## config.mk

```make
export PLATFORM = sky130hd
export DESIGN_NAME = eth_link_status_control
export DESIGN_NICKNAME = d
export VERILOG_FILES = /design/src/include/link_regs_pkg.sv /design/src/include/status_if.sv /design/src/logic/status_sync.sv /design/src/logic/status_word.sv /design/src/logic/eth_link_status_control.sv
export SDC_FILE = /design/constraint.sdc
export NUM_CORES = 1
export LEC_CHECK = 0
export ABC_AREA = 0
export BUFFER_PORTS_ARGS = -buffer_cell sky130_fd_sc_hd__buf_4
export CORE_ASPECT_RATIO = 0.75
export CORE_MARGIN = 2
export CORE_UTILIZATION = 48
export CTS_CLUSTER_SIZE = 40
export DETAILED_ROUTE_END_ITERATION = 8
export MAX_ROUTING_LAYER = met4
export PLACE_DENSITY_LB_ADDON = 0.08
export SLEW_MARGIN = 5
export SYNTH_ARGS = -nofsm -noshare
export SYNTH_HDL_FRONTEND = slang
export SYNTH_SLANG_ARGS = --single-unit
```

## constraint.sdc

```tcl
create_clock -name clk -period 2.65 [get_ports clk]
set_input_delay 0.1325 -clock clk [delete_from_list [all_inputs] [get_ports clk]]
set_output_delay 0.1325 -clock clk [all_outputs]
set_load 0.01 [all_outputs]
```

## src/include/link_regs_pkg.sv

```systemverilog
// Constants shared by the interface link status and control register bank.
// Assumes a 32-bit AXI4-Lite bus and a PHY reporting plain status levels.
//
// Notes on behaviour
// Status bit 0 reads one while link is up, zero while down.
// Status bit 1 reads one for full duplex, zero for half.
// Outcome field bits 2-4 reads 0 while negotiating, 3 on success.
// Failed negotiation reads 1 if speed and duplex defaulted, 2 duplex only.
// Negotiation not attempted reads 4; forced speed and duplex are used.
// Status bit 5 reads one when manual settings need identity reset.
// Status bit 6 reads one when a local hardware fault is detected.
// Control bit 1 enables auto-negotiation; zero selects forced settings.
// Control bit 2 forces full duplex when negotiation is disabled.
// A 16-bit forced speed in Mbit/s applies without negotiation.
// Reserved status and control bits read zero; reserved writes ignored.
package link_regs_pkg;

    // ------------------------------------------------------------------
    // Register map
    // ------------------------------------------------------------------
    localparam logic [3:0] status_offset  = 4'h0;
    localparam logic [3:0] control_offset = 4'h4;
    localparam logic [3:0] speed_offset   = 4'h8;

    // ------------------------------------------------------------------
    // Field positions
    // ------------------------------------------------------------------
    localparam int link_bit       = 0;
    localparam int duplex_bit     = 1;
    localparam int outcome_lsb    = 2;
    localparam int reset_need_bit = 5;
    localparam int fault_bit      = 6;
    localparam int neg_en_bit     = 1;
    localparam int force_fd_bit   = 2;

    // ------------------------------------------------------------------
    // Outcome codes and reset values
    // ------------------------------------------------------------------
    localparam logic [2:0] outcome_running   = 3'h0;
    localparam logic [2:0] outcome_all_dflt  = 3'h1;
    localparam logic [2:0] outcome_dup_dflt  = 3'h2;
    localparam logic [2:0] outcome_success   = 3'h3;
    localparam logic [2:0] outcome_forced    = 3'h4;
    localparam logic [15:0] control_reset    = 16'h0002;
    localparam logic [15:0] speed_reset      = 16'h0064;
    localparam logic [15:0] control_mask     = 16'h0006;

    typedef enum logic [1:0] {
        resp_okay   = 2'h0,
        resp_slverr = 2'h2
    } resp_type;

endpackage

```

## src/include/status_if.sv

```systemverilog
// Carries PHY status levels from the synchroniser into the register bank.
// Assumes a single clock domain on both ends.
interface status_if;
    logic       link_up;
    logic       full_duplex;
    logic       neg_done;
    logic       neg_fail_all;
    logic       neg_fail_dup;
    logic       hw_fault;

    modport source (output link_up, full_duplex, neg_done, neg_fail_all,
                    output neg_fail_dup, hw_fault);
    modport sink   (input link_up, full_duplex, neg_done, neg_fail_all,
                    input neg_fail_dup, hw_fault);
endinterface

```

## src/logic/status_sync.sv

```systemverilog
// Two-flop synchroniser for the PHY status levels.
// Assumes the inputs are quasi-static levels from another domain.
module status_sync #(
    parameter int width = 6
) (
    input  wire logic             clk,
    input  wire logic             sys_rst,
    input  wire logic [width-1:0] async_in,
    status_if.source              stat
);
    logic [width-1:0] meta_q;
    logic [width-1:0] sync_q;

    always_ff @(posedge clk or posedge sys_rst) begin
        if (sys_rst) begin
            meta_q <= '0;
            sync_q <= '0;
        end else begin
            meta_q <= async_in;
            sync_q <= meta_q;
        end
    end

    assign stat.link_up      = sync_q[0];
    assign stat.full_duplex  = sync_q[1];
    assign stat.neg_done     = sync_q[2];
    assign stat.neg_fail_all = sync_q[3];
    assign stat.neg_fail_dup = sync_q[4];
    assign stat.hw_fault     = sync_q[5];
endmodule // status_sync

```

## src/logic/status_word.sv

```systemverilog
// Builds the 32-bit status word from synchronised PHY state and control.
// Assumes the status interface is already in the clk domain.
module status_word (
    status_if.sink      stat,
    input  wire logic        neg_enable,
    input  wire logic        forced_fd,
    input  wire logic        reset_needed,
    output logic [31:0]      word
);
    logic [2:0] outcome;
    logic       duplex;

    // Failure is decided by the PHY; full fallback takes precedence.
    assign outcome = !neg_enable        ? link_regs_pkg::outcome_forced
                   : !stat.neg_done     ? link_regs_pkg::outcome_running
                   : stat.neg_fail_all  ? link_regs_pkg::outcome_all_dflt
                   : stat.neg_fail_dup  ? link_regs_pkg::outcome_dup_dflt
                   : link_regs_pkg::outcome_success;
    assign duplex = neg_enable ? stat.full_duplex : forced_fd;

    always_comb begin
        word = 32'h0000_0000;
        word[link_regs_pkg::link_bit]       = stat.link_up;
        word[link_regs_pkg::duplex_bit]     = duplex;
        word[link_regs_pkg::outcome_lsb +: 3] = outcome;
        word[link_regs_pkg::reset_need_bit] = reset_needed;
        word[link_regs_pkg::fault_bit]      = stat.hw_fault;
    end
endmodule // status_word

```

## src/logic/eth_link_status_control.sv

```systemverilog
// Register bank for one twisted-pair interface: status, control, speed.
// Assumes an AXI4-Lite master on clk and PHY status pins from outside.
module eth_link_status_control #(
    parameter bit needs_reset = 1'b0
) (
    input  wire logic        clk,
    input  wire logic        sys_rst,
    input  wire logic [3:0]  s_axi_awaddr,
    input  wire logic        s_axi_awvalid,
    output logic             s_axi_awready,
    input  wire logic [31:0] s_axi_wdata,
    input  wire logic [3:0]  s_axi_wstrb,
    input  wire logic        s_axi_wvalid,
    output logic             s_axi_wready,
    output logic [1:0]       s_axi_bresp,
    output logic             s_axi_bvalid,
    input  wire logic        s_axi_bready,
    input  wire logic [3:0]  s_axi_araddr,
    input  wire logic        s_axi_arvalid,
    output logic             s_axi_arready,
    output logic [31:0]      s_axi_rdata,
    output logic [1:0]       s_axi_rresp,
    output logic             s_axi_rvalid,
    input  wire logic        s_axi_rready,
    input  wire logic        phy_link_up,
    input  wire logic        phy_full_duplex,
    input  wire logic        phy_neg_done,
    input  wire logic        phy_neg_fail_all,
    input  wire logic        phy_neg_fail_dup,
    input  wire logic        phy_hw_fault,
    output logic             neg_enable,
    output logic             forced_full_duplex,
    output logic [15:0]      forced_speed
);
    // ------------------------------------------------------------------
    // Status path
    // ------------------------------------------------------------------
    status_if stat ();
    logic [31:0] status_val;

    status_sync #(.width(6)) u_sync (
        .clk      (clk),
        .sys_rst  (sys_rst),
        .async_in ({phy_hw_fault, phy_neg_fail_dup, phy_neg_fail_all,
                    phy_neg_done, phy_full_duplex, phy_link_up}),
        .stat     (stat.source)
    );

    logic [15:0] control_q;
    logic [15:0] speed_q;

    status_word u_word (
        .stat         (stat.sink),
        .neg_enable   (control_q[link_regs_pkg::neg_en_bit]),
        .forced_fd    (control_q[link_regs_pkg::force_fd_bit]),
        .reset_needed (needs_reset),
        .word         (status_val)
    );

    assign neg_enable         = control_q[link_regs_pkg::neg_en_bit];
    assign forced_full_duplex = control_q[link_regs_pkg::force_fd_bit];
    assign forced_speed       = speed_q;

    // ------------------------------------------------------------------
    // Write channel
    // ------------------------------------------------------------------
    // Address and data are latched separately so either may come first.
    logic        aw_have_q;
    logic        w_have_q;
    logic [3:0]  aw_addr_q;
    logic [31:0] w_data_q;
    logic [3:0]  w_strb_q;
    logic        bvalid_q;
    logic [1:0]  bresp_q;
    wire         do_write = aw_have_q && w_have_q && !bvalid_q;
    wire         wr_ctrl  = aw_addr_q == link_regs_pkg::control_offset;
    wire         wr_speed = aw_addr_q == link_regs_pkg::speed_offset;
    wire         wr_stat  = aw_addr_q == link_regs_pkg::status_offset;
    wire [15:0]  wmask    = {{8{w_strb_q[1]}}, {8{w_strb_q[0]}}};

    assign s_axi_awready = !aw_have_q;
    assign s_axi_wready  = !w_have_q;
    assign s_axi_bvalid  = bvalid_q;
    assign s_axi_bresp   = bresp_q;

    always_ff @(posedge clk or posedge sys_rst) begin
        if (sys_rst) begin
            aw_have_q <= 1'b0;
            w_have_q  <= 1'b0;
            aw_addr_q <= 4'h0;
            w_data_q  <= 32'h0000_0000;
            w_strb_q  <= 4'h0;
            bvalid_q  <= 1'b0;
            bresp_q   <= 2'h0;
        end else begin
            if (s_axi_awvalid && !aw_have_q) begin
                aw_have_q <= 1'b1;
                aw_addr_q <= s_axi_awaddr;
            end
            if (s_axi_wvalid && !w_have_q) begin
                w_have_q <= 1'b1;
                w_data_q <= s_axi_wdata;
                w_strb_q <= s_axi_wstrb;
            end
            if (do_write) begin
                aw_have_q <= 1'b0;
                w_have_q  <= 1'b0;
                bvalid_q  <= 1'b1;
                bresp_q   <= (wr_ctrl || wr_speed || wr_stat)
                             ? link_regs_pkg::resp_okay
                             : link_regs_pkg::resp_slverr;
            end else if (bvalid_q && s_axi_bready) begin
                bvalid_q <= 1'b0;
            end
        end
    end

    // Only control bits 1 and 2 are kept; the status word ignores writes.
    always_ff @(posedge clk or posedge sys_rst) begin
        if (sys_rst) begin
            control_q <= link_regs_pkg::control_reset;
            speed_q   <= link_regs_pkg::speed_reset;
        end else if (do_write) begin
            if (wr_ctrl)
                control_q <= ((control_q & ~wmask) | (w_data_q[15:0] & wmask))
                             & link_regs_pkg::control_mask;
            if (wr_speed)
                speed_q <= (speed_q & ~wmask) | (w_data_q[15:0] & wmask);
        end
    end

    // ------------------------------------------------------------------
    // Read channel
    // ------------------------------------------------------------------
    logic        rvalid_q;
    logic [31:0] rdata_q;
    logic [1:0]  rresp_q;
    wire         rd_stat  = s_axi_araddr == link_regs_pkg::status_offset;
    wire         rd_ctrl  = s_axi_araddr == link_regs_pkg::control_offset;
    wire         rd_speed = s_axi_araddr == link_regs_pkg::speed_offset;
    wire [31:0]  rd_mux   = rd_stat  ? status_val
                          : rd_ctrl  ? {16'h0000, control_q}
                          : rd_speed ? {16'h0000, speed_q}
                          : 32'h0000_0000;

    assign s_axi_arready = !rvalid_q;
    assign s_axi_rvalid  = rvalid_q;
    assign s_axi_rdata   = rdata_q;
    assign s_axi_rresp   = rresp_q;

    always_ff @(posedge clk or posedge sys_rst) begin
        if (sys_rst) begin
            rvalid_q <= 1'b0;
            rdata_q  <= 32'h0000_0000;
            rresp_q  <= 2'h0;
        end else if (s_axi_arvalid && !rvalid_q) begin
            rvalid_q <= 1'b1;
            rdata_q  <= rd_mux;
            rresp_q  <= (rd_stat || rd_ctrl || rd_speed)
                        ? link_regs_pkg::resp_okay
                        : link_regs_pkg::resp_slverr;
        end else if (rvalid_q && s_axi_rready) begin
            rvalid_q <= 1'b0;
        end
    end
endmodule // eth_link_status_control

```

==> flow_summary.yaml <==
placed_design:
  gp_congestion: 0.768
  port_buffers: 79
  hpwl_microns: 4080
  dpl_cell_area_sq_um: 3570
setup_path:
  crit_fanout: 18
  crit_type: "reg2reg"
  critPathArrivalTime_ns: 1.88
  worstPathRequired_ns: 2.87
  end_kind: "flop"
  crit_path_start_kind: "flop"
synthesis:
  synth_cell_type_count: 36
  yosysTopAreaCell: "dfrtp_1"
  syn_avg_cell_area_sq_um: 14.3
  synth_area_leaders: "dfrtp_1 58%, mux2_2 12%, buf_4 4.8%"
  synthFlopType: "dfrtp_1"
  ys_warn_count: 0
  netlist_area_sq_um: 3000
  seq_area_frac_synth: 0.620
  async_flop_share: 1.00
  synth.top_cell.area_share: 0.585
  synth_edf_count: 0
  ys_seq_elements: 74
  syn_inst: 209
timing:
  period_share: 0.626
  slew_headroom: 0.482
  worst_pin_slew_ns: 0.777
  slew_violations: 0
  setup-tns-final_ns: 0
  hold_violations: 0
  rsz0062_at_grt: "no"
  fin_crit_ns: 1.66
  skew_ns: 0.00730
  whs_ns: 0.0138
  setup_viol: 0
  max_freq_mhz: 603
power_and_ir_drop:
  leakage_uw: 0.00190
  vdd_ir_drop_max_v: 0.000558
  p_per_area_nw_per_um2: 923
detailed_routing:
  vias: 1895
  wl_per_cell_microns: 14.8
  drc: 0
  vias_per_cell: 4.95
  dr.pass1.iters: 4
  drtIter0Drc: 59
  postRouteAntennaNets: 0
  routed_wl_microns: 5650
clocking:
  cts_buffers: 9
  cts.repair.resized: 0
  cts_tree: "yes"
  clk_latency_ns: 0.34
  post_cts_buffers: 0
  cts_max_level: 3
  cts_num_sinks: 74
  clkSlewWorstSetupHoldPaths_ns: 0.07
  clock_path_buffers: 2
  root_buffer: "clkbuf_8"
  hold_buffers: 8
grt:
  grt-ovfl-total: 0
  grt_pass1_vias: 1812
  grt_pass1_wl_microns: 9150
  grt_usage: 0.185
  grt_max_degree: 27
  antenna_found_initial: 0
finish:
  final_util: 0.657
  layout-drive-gt1-share: 0.479
  area_growth_pct: 29.8
  layout.nets: 357
  mostFrequentLayoutCells: "81 x buf_4, 70 x dfrtp_1, 32 x mux2_2, 18 x conb_1, 16 x nor2_1"
  final_common_cell: "buf_4"
  antennaDiodeCount: 0
  postLayoutCellArea_sq_um: 3890
floorplan:
  fp-row-count: 24
  die-area_sq_um: 6890
  die_h_microns: 72.4
  coreArea_sq_um: 5920
  die_w_microns: 95.2
  io_pins: 116
  start_util: 0.506
run:
  cap_violations: 0
outcome:
  status: "complete, no violations"
min_path:
  hp-class: "in2reg"
[power by group]
group          total (uW)  switching [uW]  internal, uW  leakage [uW]
sequential           1700             229          1470      0.000906
clock                 989             403           586      0.000116
combinational         902             362           540      0.000878
[cell type report]
| type | count | area (sq um) |
|---|---|---|
| timing repair buffer | 89 | 688 |
| multi-input combinational | 118 | 978 |
| fill | 467 | 2030 |
| inverter | 8 | 30.0 |
| tap | 78 | 97.6 |
| sequential | 74 | 1860 |
| clock buffer | 11 | 151 |
| clock inverter | 5 | 85.1 |
[metal layers]
metal	global-route usage	vias up	share of wire
met5	-	-	0
met2	0.269	78	0.46
met1	0.249	931	0.46
li1	-	880	-
met3	0.0613	6	0.070
met4	0.0548	0	0.0083
[cells by family (layout without fill, tap and decap cells)]
group / count (synthesis) / count (layout) / synth area share
other cells: 1 / 18 / 0.00125
simple gates: 35 / 35 / 0.0752
mux: 41 / 41 / 0.164
compound gates: 24 / 24 / 0.0652
flops: 74 / 74 / 0.620
buf+inv: 34 / 113 / 0.0748
[Yosys cell counts (2+ instances only)]
master	number
inv_1	8
mux2_4	8
nor2_1	16
buf_6	3
buf_4	19
dfstp_2	4
and2b_1	2
nor2b_1	4
dfrtp_1	70
a221oi_1	3
buf_2	2
a31oi_1	3
clkbuf_1	2
mux2_2	32
nand2_1	3
a22o_1	10
[per-stage QoR]
step	power, uW	std cells	setup WS [ns]
2_1_floorplan	2260	226	0.642
3_3_place_gp	2590	359	0.997
3_5_place_dp	2630	359	0.978
4_1_cts	3630	383	0.963
5_1_grt	3800	383	0.876
6_report	3590	383	0.991
[worst max-delay path, stage by stage (launching register included)]
cell and delay (ns):
dfrtp_1 0.42, and2b_1 0.72, mux2_2 0.41
[final timing paths]
check                      slack (ns)             start                to  cells after the start
max                              0.99          w_have_q       w_data_q[8]                      2
min                              0.01     s_axi_awvalid         aw_have_q                      3
max reg2reg                      0.99          w_have_q       w_data_q[8]                      2
min reg2reg                      0.34  u_sync.meta_q[1]  u_sync.sync_q[1]                      0
max in group asynchronous        1.48           sys_rst         async pin                      4
min in group asynchronous        0.39           sys_rst      w_data_q[15]                      3
Power figures use the tool's default switching activity.
